[src/rtl/cdb_consts.vh]
`ifndef CDB_CONSTS_VH
`define CDB_CONSTS_VH
// register indices on the plain port
`define CDB_ADDR_W        2
`define CDB_IDX_CTRL      2'h0
`define CDB_IDX_RISE      2'h1
`define CDB_IDX_FALL      2'h2
`define CDB_IDX_STAT      2'h3
// control register fields
`define CDB_BIT_EN        0
`define CDB_BIT_FULL      1
`define CDB_BIT_DIR       2
`define CDB_BIT_LD        3
// widths and reset values
`define CDB_DATA_W        8
`define CDB_CNT_W         6
`define CDB_DB_RST        6'h00
`define CDB_CTRL_RST      4'h0
`endif

[src/rtl/cdb_bridge_deadband.v]
// Operation
// - two independent 6-bit dead-band counters
// - rise counter: half-bridge rising edge, full-bridge reverse change
// - fall counter: half-bridge falling edge, full-bridge forward change
// - count clock periods from zero up to programmed value
// - half-bridge: delay from phase A fall to phase B rise
// - full-bridge: dead band only on direction change
// - direction bit writable while running
// - phases A and C switch on first input rise after change
// - modulated phase B or D held off for dead band after change
// - rise value delays A (half) or B (full) leading edge
// - rise value loads immediately while disabled
// - enabled: load request applies buffer on next input fall
// - input too short for count leaves output inactive
// - fall value delays B (half) or D (full), same buffering
`timescale 1ns/1ps
`include "cdb_consts.vh"
`default_nettype none
module cdb_bridge_deadband
(
    // clock and reset
    input  wire                    clk_sys_i,
    input  wire                    sys_rst_i,
    // register port
    input  wire [`CDB_ADDR_W-1:0]  reg_addr_i,
    input  wire [`CDB_DATA_W-1:0]  reg_wdata_i,
    input  wire                    reg_wr_i,
    input  wire                    reg_rd_i,
    output reg  [`CDB_DATA_W-1:0]  reg_rdata_o,
    // input source
    input  wire                    src_i,
    // bridge outputs
    output reg                     out_phase_a_o,
    output reg                     out_phase_b_o,
    output reg                     out_phase_c_o,
    output reg                     out_phase_d_o
);
    // ****************************************
    // registers
    // ****************************************
    reg                  en_reg;
    reg                  full_reg;
    reg                  dir_reg;
    reg                  ld_reg;
    reg [`CDB_CNT_W-1:0] rise_buf_reg;
    reg [`CDB_CNT_W-1:0] fall_buf_reg;
    reg [`CDB_CNT_W-1:0] rise_act_reg;
    reg [`CDB_CNT_W-1:0] fall_act_reg;
    reg                  fwd_act_reg;
    reg                  dir_pend_reg;
    reg                  mod_hold_reg;

    wire src_rise;
    wire src_fall;
    wire rise_busy;
    wire fall_busy;
    wire rise_start;
    wire fall_start;
    wire wr_ctrl;
    wire dir_change_now;

    function wire_sel;
        input [`CDB_ADDR_W-1:0] a;
        input [`CDB_ADDR_W-1:0] b;
        begin
            wire_sel = (a == b);
        end
    endfunction

    assign wr_ctrl = reg_wr_i & wire_sel(reg_addr_i, `CDB_IDX_CTRL);

    cdb_edge_det u_edge
    (
        .clk_sys_i (clk_sys_i),
        .sys_rst_i (sys_rst_i),
        .level_i   (src_i),
        .rise_o    (src_rise),
        .fall_o    (src_fall)
    );

    // ****************************************
    // software writes
    // ****************************************
    always @(posedge clk_sys_i)
    begin
        if (sys_rst_i)
        begin
            en_reg       <= 1'b0;
            full_reg     <= 1'b0;
            dir_reg      <= 1'b0;
            ld_reg       <= 1'b0;
            rise_buf_reg <= `CDB_DB_RST;
            fall_buf_reg <= `CDB_DB_RST;
            rise_act_reg <= `CDB_DB_RST;
            fall_act_reg <= `CDB_DB_RST;
        end
        else
        begin
            if (wr_ctrl)
            begin
                en_reg   <= reg_wdata_i[`CDB_BIT_EN];
                full_reg <= reg_wdata_i[`CDB_BIT_FULL];
                dir_reg  <= reg_wdata_i[`CDB_BIT_DIR];
            end
            if (reg_wr_i & wire_sel(reg_addr_i, `CDB_IDX_RISE))
            begin
                rise_buf_reg <= reg_wdata_i[`CDB_CNT_W-1:0];
                if (!en_reg)
                    rise_act_reg <= reg_wdata_i[`CDB_CNT_W-1:0];
            end
            if (reg_wr_i & wire_sel(reg_addr_i, `CDB_IDX_FALL))
            begin
                fall_buf_reg <= reg_wdata_i[`CDB_CNT_W-1:0];
                if (!en_reg)
                    fall_act_reg <= reg_wdata_i[`CDB_CNT_W-1:0];
            end
            // load on input fall; set by software wins over clear
            if (en_reg & ld_reg & src_fall)
            begin
                rise_act_reg <= rise_buf_reg;
                fall_act_reg <= fall_buf_reg;
            end
            if (wr_ctrl & reg_wdata_i[`CDB_BIT_LD] & en_reg)
                ld_reg <= 1'b1;
            else if (src_fall | ~en_reg)
                ld_reg <= 1'b0;
        end
    end

    // ****************************************
    // dead-band counters
    // ****************************************
    assign dir_change_now = full_reg & src_rise & (dir_reg != fwd_act_reg);

    // half: rise starts rise counter, fall starts fall counter
    // full: reverse change uses rise, forward change uses fall
    assign rise_start = en_reg & (full_reg ? (dir_change_now & ~dir_reg)
                                           : src_rise);
    assign fall_start = en_reg & (full_reg ? (dir_change_now & dir_reg)
                                           : src_fall);

    cdb_db_counter u_rise_cnt
    (
        .clk_sys_i (clk_sys_i),
        .sys_rst_i (sys_rst_i),
        .start_i   (rise_start),
        .abort_i   (~full_reg & src_fall),
        .limit_i   (rise_act_reg),
        .busy_o    (rise_busy),
        .done_o    ()
    );

    cdb_db_counter u_fall_cnt
    (
        .clk_sys_i (clk_sys_i),
        .sys_rst_i (sys_rst_i),
        .start_i   (fall_start),
        .abort_i   (~full_reg & src_rise),
        .limit_i   (fall_act_reg),
        .busy_o    (fall_busy),
        .done_o    ()
    );

    // ****************************************
    // direction tracking and outputs
    // ****************************************
    always @(posedge clk_sys_i)
    begin
        if (sys_rst_i)
        begin
            fwd_act_reg   <= 1'b0;
            dir_pend_reg  <= 1'b0;
            mod_hold_reg  <= 1'b0;
            out_phase_a_o <= 1'b0;
            out_phase_b_o <= 1'b0;
            out_phase_c_o <= 1'b0;
            out_phase_d_o <= 1'b0;
        end
        else if (!en_reg)
        begin
            fwd_act_reg   <= dir_reg;
            dir_pend_reg  <= 1'b0;
            mod_hold_reg  <= 1'b0;
            out_phase_a_o <= 1'b0;
            out_phase_b_o <= 1'b0;
            out_phase_c_o <= 1'b0;
            out_phase_d_o <= 1'b0;
        end
        else if (!full_reg)
        begin
            out_phase_a_o <= src_i & ~src_rise & ~rise_busy;
            out_phase_b_o <= ~src_i & ~src_fall & ~fall_busy;
            out_phase_c_o <= 1'b0;
            out_phase_d_o <= 1'b0;
            fwd_act_reg   <= dir_reg;
        end
        else
        begin
            dir_pend_reg <= (dir_reg != fwd_act_reg);
            if (dir_change_now)
            begin
                fwd_act_reg  <= dir_reg;
                mod_hold_reg <= 1'b1;
            end
            else if (mod_hold_reg & ~rise_busy & ~fall_busy)
                mod_hold_reg <= 1'b0;
            // forward: A on, D modulated; reverse: C on, B modulated
            out_phase_a_o <= dir_change_now ? dir_reg : fwd_act_reg;
            out_phase_c_o <= dir_change_now ? ~dir_reg : ~fwd_act_reg;
            out_phase_d_o <= fwd_act_reg & ~dir_change_now & src_i
                             & ~(mod_hold_reg & fall_busy);
            out_phase_b_o <= ~fwd_act_reg & ~dir_change_now & src_i
                             & ~(mod_hold_reg & rise_busy);
        end
    end

    // ****************************************
    // read port
    // ****************************************
    always @(posedge clk_sys_i)
    begin
        if (sys_rst_i)
            reg_rdata_o <= 8'h00;
        else if (reg_rd_i)
        begin
            case (reg_addr_i)
                `CDB_IDX_CTRL: reg_rdata_o <= {4'h0, ld_reg, dir_reg,
                                               full_reg, en_reg};
                `CDB_IDX_RISE: reg_rdata_o <= {2'b00, rise_buf_reg};
                `CDB_IDX_FALL: reg_rdata_o <= {2'b00, fall_buf_reg};
                `CDB_IDX_STAT: reg_rdata_o <= {1'b0, dir_pend_reg,
                                               rise_busy, fall_busy,
                                               out_phase_d_o, out_phase_c_o,
                                               out_phase_b_o, out_phase_a_o};
                default:       reg_rdata_o <= 8'h00;
            endcase
        end
        else
            reg_rdata_o <= 8'h00;
    end
endmodule // cdb_bridge_deadband
`default_nettype wire

[src/rtl/cdb_db_counter.v]
`timescale 1ns/1ps
`include "cdb_consts.vh"
`default_nettype none
module cdb_db_counter
(
    // clock and reset
    input  wire                    clk_sys_i,
    input  wire                    sys_rst_i,
    // control
    input  wire                    start_i,
    input  wire                    abort_i,
    input  wire [`CDB_CNT_W-1:0]   limit_i,
    // status
    output wire                    busy_o,
    output wire                    done_o
);
    reg                  busy_reg;
    reg [`CDB_CNT_W-1:0] cnt_reg;

    // count from zero up to limit; restart on each start
    always @(posedge clk_sys_i)
    begin
        if (sys_rst_i | abort_i)
        begin
            busy_reg <= 1'b0;
            cnt_reg  <= `CDB_DB_RST;
        end
        else if (start_i)
        begin
            busy_reg <= (limit_i != `CDB_DB_RST);
            cnt_reg  <= `CDB_DB_RST;
        end
        else if (busy_reg)
        begin
            if (cnt_reg + 6'h01 == limit_i)
                busy_reg <= 1'b0;
            cnt_reg <= cnt_reg + 6'h01;
        end
    end

    assign busy_o = busy_reg | start_i;
    assign done_o = ~busy_o;
endmodule // cdb_db_counter
`default_nettype wire

[src/rtl/cdb_edge_det.v]
`timescale 1ns/1ps
`default_nettype none
module cdb_edge_det
(
    // clock and reset
    input  wire clk_sys_i,
    input  wire sys_rst_i,
    // level in, edges out
    input  wire level_i,
    output wire rise_o,
    output wire fall_o
);
    reg last_reg;

    always @(posedge clk_sys_i)
    begin
        if (sys_rst_i)
            last_reg <= 1'b0;
        else
            last_reg <= level_i;
    end

    assign rise_o = level_i & ~last_reg;
    assign fall_o = ~level_i & last_reg;
endmodule // cdb_edge_det
`default_nettype wire

[config.mk]
export PLATFORM = sky130hd
export DESIGN_NAME = cdb_bridge_deadband
export DESIGN_NICKNAME = d
export VERILOG_FILES = /design/src/rtl/cdb_bridge_deadband.v /design/src/rtl/cdb_db_counter.v /design/src/rtl/cdb_edge_det.v
export VERILOG_INCLUDE_DIRS = /design/src /design/src/rtl
export SDC_FILE = /design/constraint.sdc
export NUM_CORES = 1
export LEC_CHECK = 0
export BUFFER_PORTS_ARGS = -buffer_cell sky130_fd_sc_hd__buf_4
export CAP_MARGIN = 20
export CORE_UTILIZATION = 35
export CTS_CLUSTER_SIZE = 20
export DETAILED_ROUTE_END_ITERATION = 10
export SYNTH_ARGS = -nofsm -noshare
export SYNTH_HDL_FRONTEND = slang
export SYNTH_SLANG_ARGS = --single-unit
[constraint.sdc]
create_clock -name clk_sys_i -period 2.2 [get_ports clk_sys_i]
set_input_delay 0.22 -clock clk_sys_i [delete_from_list [all_inputs] [get_ports clk_sys_i]]
set_output_delay 0.22 -clock clk_sys_i [all_outputs]
set_load 0.005 [all_outputs]
======== After elaboration in Yosys (flattened, before gate mapping) ========
Cells that the tools add are included.
cells by class
  add/subtract/negate cells ............... 2
  equal/unequal tests ..................... 7
  muxes and demuxes ....................... 24
  bitwise operators ....................... 50
  reduce and logical (&&, ||, !) cells .... 15
operator list
  kind                 count
  $pmux 8 s4           1
  $and 1x1->1          31
  $mux 6               5
  $mux 1               18
  $not 1->1            14
  $add 6x1->6 const B  2
  $eq 6x6->1           2
  $reduce_bool 6->1    2
  $reduce_bool 2->1    4
  $reduce_or 2->1      4
  $reduce_and 2->1     3
  $or 1x1->1           5
  $eq 2x2->1 const B   2
  $reduce_or 3->1      1
  $eq 2x1->1 const B   1
  $logic_not 2->1      1
  $ne 2x1->1 const B   1
  $ne 1x1->1           1
word-level totals
  register bits ........................... 58
  output and inout port bits .............. 12

======== Longest topological paths before layout ========
Gate-level depths: netlist of run 1.
  depth after elaboration ................. 13
  mapped depth ............................ 7
  depth with buffers taken out ............ 6

======== Modules after synthesis ========
A second synthesis of run 1 with hierarchy kept.
unflattened totals
  cells, all modules ...................... 293
  area, all modules ....................... 2795.2 µm²
by module, submodules not included
  module               instances  cells an instance  area an instance (µm²)
  cdb_bridge_deadband  1          181                1873.0
  cdb_db_counter       2          54                 441.7
  cdb_edge_det         1          4                  38.8

======== Worst setup path after synthesis of run 1 ========
Ideal clock, no wire load.
  path type ............................... register to register
  start point ............................. register u_rise_cnt.cnt_reg[0]
  end point ............................... register u_rise_cnt.busy_reg
  arrival time ............................ 1433 ps
  path slack .............................. 630 ps
  stages on the path, launching flop included .. 5
  path buffers ............................ 0
  cell sequence ........................... dfxtp_1 > ha_1 > or4b_1 > a211oi_1 > o31ai_2
on the way
  cells in the longest elaborated chain, start to end .. 5
RTL lines
  what                      RTL line             source
  start: declaration        cdb_db_counter.v:18  reg [`CDB_CNT_W-1:0] cnt_reg;
  start signal: assignment  cdb_db_counter.v:26  cnt_reg <= `CDB_DB_RST;
  start signal: assignment  cdb_db_counter.v:31  cnt_reg <= `CDB_DB_RST;
  start signal: assignment  cdb_db_counter.v:37  cnt_reg <= cnt_reg + 6'h01;
  $add 6x1->6               cdb_db_counter.v:35  if (cnt_reg + 6'h01 == limit_i)
  $eq 6x6->1                cdb_db_counter.v:35
  $mux 1                    cdb_db_counter.v:35
  $mux 1                    cdb_db_counter.v:33  else if (busy_reg)
  $mux 1                    cdb_db_counter.v:28  else if (start_i)
  end signal: assignment    cdb_db_counter.v:30  busy_reg <= (limit_i != `CDB_DB_RST);
  end: declaration          cdb_db_counter.v:17  reg busy_reg;
Every way passes these cells.
A chain may end at the register's enable or synchronous reset.

======== Final worst setup path of run 1 ========
  start point ............................. register full_reg
  end point ............................... register u_rise_cnt.busy_reg
on the way
  cells in the longest elaborated chain, start to end .. 6
  elaborated cells between the ends (all ways) .. 9
  those cells by class .................... 2 x mux; 7 x bitwise
RTL lines
  what                      RTL line                   source
  start: declaration        cdb_bridge_deadband.v:42   reg full_reg;
  start signal: assignment  cdb_bridge_deadband.v:102  full_reg <= reg_wdata_i[`CDB_BIT_FULL];
  $and 1x1->1 (2 in a row)  cdb_bridge_deadband.v:133  assign dir_change_now = full_reg & src_rise & (dir_reg != fwd_act_reg);
  $and 1x1->1               cdb_bridge_deadband.v:137  assign rise_start = en_reg & (full_reg ? (dir_change_now & ~dir_reg)
  $mux 1                    cdb_bridge_deadband.v:137
  $and 1x1->1               cdb_bridge_deadband.v:137
  $mux 1                    cdb_db_counter.v:28
Parallel ways exist; a longest one is shown, timed or not.

==> flow_metrics.py, run 1 <==
metrics = {
    "setup_path": {
        "max_stage_delay_ps": 520,
        "cp_top_family": "compound AO/OA/AOI/OAI gates",
        "cp-startpoint": "full_reg",
        "critPathArrivalTime_ps": 2000,
        "cp_slowest_cell": "dfxtp_1",
        "worstPathCellList": "inv_1 > o2111a_1 > or3_1 > o31ai_2",
        "r2r-end": "u_rise_cnt.busy_reg",
        "worst_ep_required_time_ps": 2450,
        "r2r_cells": 4,
        "r2r-start": "full_reg",
        "startpoint_type": "register",
        "cp-end-kind": "register",
        "cp_max_fo": 11,
        "cp-endpoint": "u_rise_cnt.busy_reg",
        "r2r_slack_ps": 450,
        "worst-path-stages": 4,
        "critical_path_buf_inv_count": 1,
        "path_class": "reg2reg",
    },
    "detailed_routing": {
        "routed_via_density": 5.24,
        "drc": 0,
        "routed-via-count": 2263,
        "ant_nets": 0,
        "drtIter0Drc": 116,
        "drt-pass1-iter-count": 4,
        "wire_per_inst_um": 15.0,
        "routed_wl_um": 6500,
    },
    "finish": {
        "final_nets": 346,
        "top_register": "reg_rdata_o",
        "diodes": 0,
        "largest_reg_flops": 7,
        "area_delta_synth_final_pct": 13.8,
        "drive_gt1_share_pct": 14.1,
    },
    "synth": {
        "synth_ff_type": "dfxtp_1",
        "synth-seq-cells": 57,
        "seq_area_frac_synth_pct": 41.6,
        "avgSynthCellArea_um2": 8.73,
        "yosysWarnings": 0,
        "synth_area_mm2": 0.00274,
        "async_flop_share_pct": 0,
        "synth_top_area_share_pct": 41.6,
        "synth_area_leaders": "dfxtp_1 (42%), nor2_1 (6.3%), xnor2_1 (4.8%)",
        "post-synth-top-count-cell": "dfxtp_1",
        "syn_inst": 314,
        "synth_edf_count": 0,
        "synthTopCellsByCount": "dfxtp_1 (57), nor2_1 (46), nand2_1 (27)",
        "synth_nets": 331,
        "synth_cell_types": 47,
        "synth_top_cell_by_area": "dfxtp_1",
    },
    "sta": {
        "fin_tns_setup_ps": 0,
        "slew_violations": 0,
        "hold_viol_final": 0,
        "maxSlewHeadroom_pct": 52.0,
        "rsz0062_at_grt": "no",
        "fin_crit_ps": 1750,
        "tightest_slew_ps": 718,
        "fin_worst_skew_ps": 7.01,
        "setup_violations": 0,
        "max_freq_ghz": 0.573,
        "worst_slack_ps": 454,
        "period_share_pct": 79.3,
    },
    "outcome": {
        "outcome": "finished clean",
    },
    "clock_network": {
        "tritoncts": "done",
        "clock-root-buffer": "clkbuf_8",
        "cts.path.max_buffers": 2,
        "clk_pin_slew_worst_paths_ps": 60,
        "cts_setup_buffers": 0,
        "h-tree-depth": 3,
        "clock-sinks": 57,
        "cts.hold.buffers_added": 0,
        "insertion_delay_ps": 330,
        "postCtsResizedCells": 0,
        "numCtsBuffers": 9,
    },
    "floorplanning": {
        "die_h_um": 90.5,
        "die_area_mm2": 0.00819,
        "ios": 27,
        "rows": 31,
        "die_w_um": 90.5,
        "core-area_mm2": 0.00741,
        "start_util_pct": 37.0,
    },
    "hold_path": {
        "worstHoldStart": "reg_wdata_i[5]",
        "hold_path_class": "in2reg",
        "holdPathStages": 3,
    },
    "placement": {
        "gp_congestion": 0.774,
        "numPortBuffers": 23,
        "post-place-ws_ps": 459,
        "hpwl_um": 4680,
    },
    "global_route": {
        "grt_use_total_pct": 16.9,
        "first_global_vias": 2185,
        "grt_pass1_wl_um": 10800,
        "antenna_found_initial": 0,
        "grt_max_degree": 36,
        "gr-total-overflow": 0,
    },
    "flow_run": {
        "cap_violations": 0,
    },
    "power": {
        "powerDensity_mw_per_mm2": 655,
        "leakage_uw": 0.00115,
        "vdd_drop_max_mv": 0.338,
    },
}
-- power breakdown --
| part | total, µW | internal, µW | switching, µW |
|---|---|---|---|
| combinational | 148 | 63.3 | 84.2 |
| clock | 820 | 436 | 384 |
| sequential | 1080 | 1050 | 22.5 |
| total | 2040 | 1550 | 491 |
-- through the flow --
stage          instances  power (µW)  area [µm²]  utilization (%)  hold slack, ps
2_1_floorplan        314        1190        2740                -             359
3_3_place_gp         417        1240        2960             40.0             448
3_5_place_dp         417        1250        2960             40.0             445
4_1_cts              432        2060        3120             42.1             148
5_1_grt              432        2130        3120             42.1             186
6_report             432        2040        3120             42.1             161
-- worst register-to-register path: cells and delay by family, from the launching register on --
family / cells / cell delay, ps
buffers and inverters: 1 / 180
DFF: 1 / 520
and+or+nand+nor: 1 / 440
AOI/OAI and AO/OA: 2 / 530
-- layout make-up --
type	count	area [µm²]
Clock buffer	15	156
Tap cell	99	124
Fill cell	724	4290
Inverter	7	26.3
Sequential cell	57	1140
Multi-Input combinational cell	227	1470
Timing Repair Buffer	27	203
-- worst min path at each step --
stage | endpoint | slack [ps]
floorplan | full_reg | 360
global placement | reg_rdata_o[6] | 450
detailed placement | reg_rdata_o[6] | 440
CTS | fall_buf_reg[5] | 150
global route | rise_buf_reg[5] | 190
finish | fall_buf_reg[5] | 160
-- cells by family after synthesis --
kind of cell             synth area share (%)
adder cells (fa/ha/maj)                 0.913
AO/OA/AOI/OAI                            15.5
multiplexers                             7.31
XOR/XNOR                                 8.31
other                                   0.137
flip-flops                               41.6
AND/OR/NAND/NOR                          21.4
buffers and inverters                    4.75
-- layout by cell type (no fill, tap or decap), types with 11 or more instances in the layout --
| master | instances |
|---|---|
| dfxtp_1 | 57 |
| nor2_1 | 46 |
| nand2_1 | 27 |
| buf_4 | 27 |
| xnor2_1 | 15 |
| o21ai_0 | 15 |
| nand3_1 | 14 |
| a311oi_1 | 14 |
| a21oi_1 | 11 |
| xor2_1 | 11 |
| mux2i_1 | 11 |
-- routing by layer --
metal  vias to the layer above  track usage [%]  routed length [µm]
met1                      1058             23.7                3160
li1                       1133                -                   -
met3                         8             3.28                 383
met4                         0             8.06                  95
met5                         -                0                   0
met2                        64             24.7                2860
No activity file was read; power rests on OpenSTA's default activity.
==> run 2: changes to the inputs <==
Settings changed: ABC_AREA from default to 1.
Clock period 2.2 ns to 1.6 ns, I/O delays scaled along.
==> flow_metrics.py, run 2 <==
metrics = {
    "detailed_routing": {
        "ant_nets": 0,
        "routed_via_density": 4.77,
        "routed_wl_um": 6980,
        "wire_per_inst_um": 12.4,
        "drtIter0Drc": 154,
        "drt-pass1-iter-count": 5,
        "routed-via-count": 2681,
        "drc": 0,
    },
    "setup_path": {
        "max_stage_delay_ps": 430,
        "worst_ep_required_time_ps": 1830,
        "startpoint_type": "register",
        "cp_top_family": "simple AND/OR/NAND/NOR gates",
        "cp-end-kind": "register",
        "cp_slowest_cell": "dfxtp_1",
        "path_class": "reg2reg",
        "cp_max_fo": 6,
        "critPathArrivalTime_ps": 1680,
        "worstPathCellList": "ha_2 > inv_1 > nand2_1 > nand3_1 > nand2_1 > nand3_1 > nor2_1 > nand2_1 > nand2_1 > a21oi_1",
        "cp_common_cell": "nand2_1",
        "critical_path_buf_inv_count": 1,
    },
    "finish": {
        "largest_reg_flops": 7,
        "top_register": "reg_rdata_o",
        "diodes": 0,
        "nFillCells": 840,
        "final_cell_mix": "nand2_1 (97), dfxtp_1 (57), inv_1 (53), a21oi_1 (47), buf_4 (33)",
        "final_cells": 562,
        "fin_area_mm2": 0.00343,
        "area_delta_synth_final_pct": 19.6,
        "final_nets": 472,
        "drive_gt1_share_pct": 17.4,
        "final_common_cell": "nand2_1",
    },
    "synth": {
        "synth_area_leaders": "dfxtp_1 (40%), nand2_1 (13%), a21oi_1 (8.2%)",
        "synth_nets": 440,
        "synth_top_area_share_pct": 39.8,
        "synthTopCellsByCount": "nand2_1 (97), dfxtp_1 (57), inv_1 (53)",
        "post-synth-top-count-cell": "nand2_1",
        "syn_inst": 423,
        "synth_top_cell_by_area": "dfxtp_1",
        "synth_ff_type": "dfxtp_1",
        "synth_area_mm2": 0.00287,
        "synth-seq-cells": 57,
        "seq_area_frac_synth_pct": 39.8,
        "async_flop_share_pct": 0,
        "yosysWarnings": 0,
        "avgSynthCellArea_um2": 6.78,
        "synth_edf_count": 0,
        "synth_cell_types": 32,
    },
    "power": {
        "p_total_uw": 3430,
        "powerDensity_mw_per_mm2": 999,
        "leakage_uw": 0.00136,
        "vdd_drop_max_mv": 0.460,
    },
    "global_route": {
        "first_global_vias": 2422,
        "gr-total-overflow": 0,
        "antenna_found_initial": 0,
        "grt_pass1_wl_um": 11600,
        "grt_max_degree": 18,
        "grt_use_total_pct": 17.9,
    },
    "flow_run": {
        "cap_violations": 0,
    },
    "clock_network": {
        "tritoncts": "done",
        "cts.path.max_buffers": 2,
        "cts_setup_buffers": 0,
        "insertion_delay_ps": 350,
        "h-tree-depth": 3,
        "clock-sinks": 57,
        "clk_pin_slew_worst_paths_ps": 80,
        "cts.hold.buffers_added": 0,
        "numCtsBuffers": 9,
        "clock-root-buffer": "clkbuf_8",
    },
    "placement": {
        "hpwl_um": 5250,
        "place_inst": 546,
        "post-place-ws_ps": 173,
        "gp_congestion": 0.855,
        "dpl_cell_area_mm2": 0.00318,
        "numPortBuffers": 23,
    },
    "hold_path": {
        "hold_path_class": "in2reg",
    },
    "floorplanning": {
        "die_w_um": 92.5,
        "die_area_mm2": 0.00856,
        "core-area_mm2": 0.00781,
        "start_util_pct": 36.7,
        "rows": 32,
        "ios": 27,
        "die_h_um": 92.5,
    },
    "sta": {
        "worst_slack_ps": 151,
        "fin_crit_ps": 1450,
        "fin_worst_skew_ps": 10.9,
        "hold_viol_final": 0,
        "fin_tns_setup_ps": 0,
        "setup_violations": 0,
        "slew_violations": 0,
        "rsz0062_at_grt": "no",
        "max_freq_ghz": 0.690,
        "period_share_pct": 90.6,
    },
    "outcome": {
        "outcome": "finished clean",
    },
}
[run 2: cells by family after synthesis]
family / after synthesis / share of synthesized area [%]
AOI/OAI and AO/OA: 105 / 20.3
xor gates and xnor gates: 2 / 0.611
adders and majority gates: 2 / 0.873
buffers and inverters: 75 / 10.3
DFF: 57 / 39.8
other: 1 / 0.131
and+or+nand+nor: 181 / 28.0
[run 2: metal layers]
layer	part of all wire (%)	GRT usage, %
met5	0	0
met4	1.7	7.81
met3	3.2	4.52
met2	45	28.0
met1	50	23.1
[run 2: where the power goes]
| part | total [µW] | switching [µW] | internal, µW |
|---|---|---|---|
| Sequential | 1490 | 30.6 | 1460 |
| Clock | 1680 | 610 | 1070 |
| Combinational | 254 | 158 | 95.3 |
| Total | 3430 | 798 | 2630 |
[run 2: worst paths after layout]
path                              start  cells past startpoint             endpoint  slack, ps
hold / removal           reg_wdata_i[3]                      3               ld_reg        110
setup reg to reg  u_rise_cnt.cnt_reg[0]                     10  u_rise_cnt.busy_reg        150
hold reg to reg            dir_pend_reg                      2       reg_rdata_o[6]        460
setup / recovery  u_rise_cnt.cnt_reg[0]                     10  u_rise_cnt.busy_reg        150
[run 2: final cells by class]
cell class              instances  area (µm²)  share of cell area (%)
clock buffers                  11         141                    4.12
clock inverters                 5         103                    2.99
inverters                      63         236                    6.90
multi-input cells             291        1430                    41.8
flip-flops and latches         57        1140                    33.3
well taps                     102         128                    3.72
repair buffers                 33         248                    7.22
[run 2: what timing repair did]
item                                   CTS  global route
gates resized for setup                  0             1
setup endpoints to repair                0             1
endpoints found under the hold margin    0             0
[run 2: through the flow]
step | hold slack (ps) | utilization, %
floorplan | 301 | -
global placement | 445 | 40.8
detailed placement | 442 | 40.8
CTS | 104 | 43.9
global route | 107 | 43.9
finish | 114 | 43.9
[run 2: worst reg2reg max path, delay by kind of cell, from the launching register on]
family,cells,cell delay (ps)
compound gates,1,50
fa+ha+maj,1,260
buf+inv,1,50
flops,1,430
simple gates,7,550
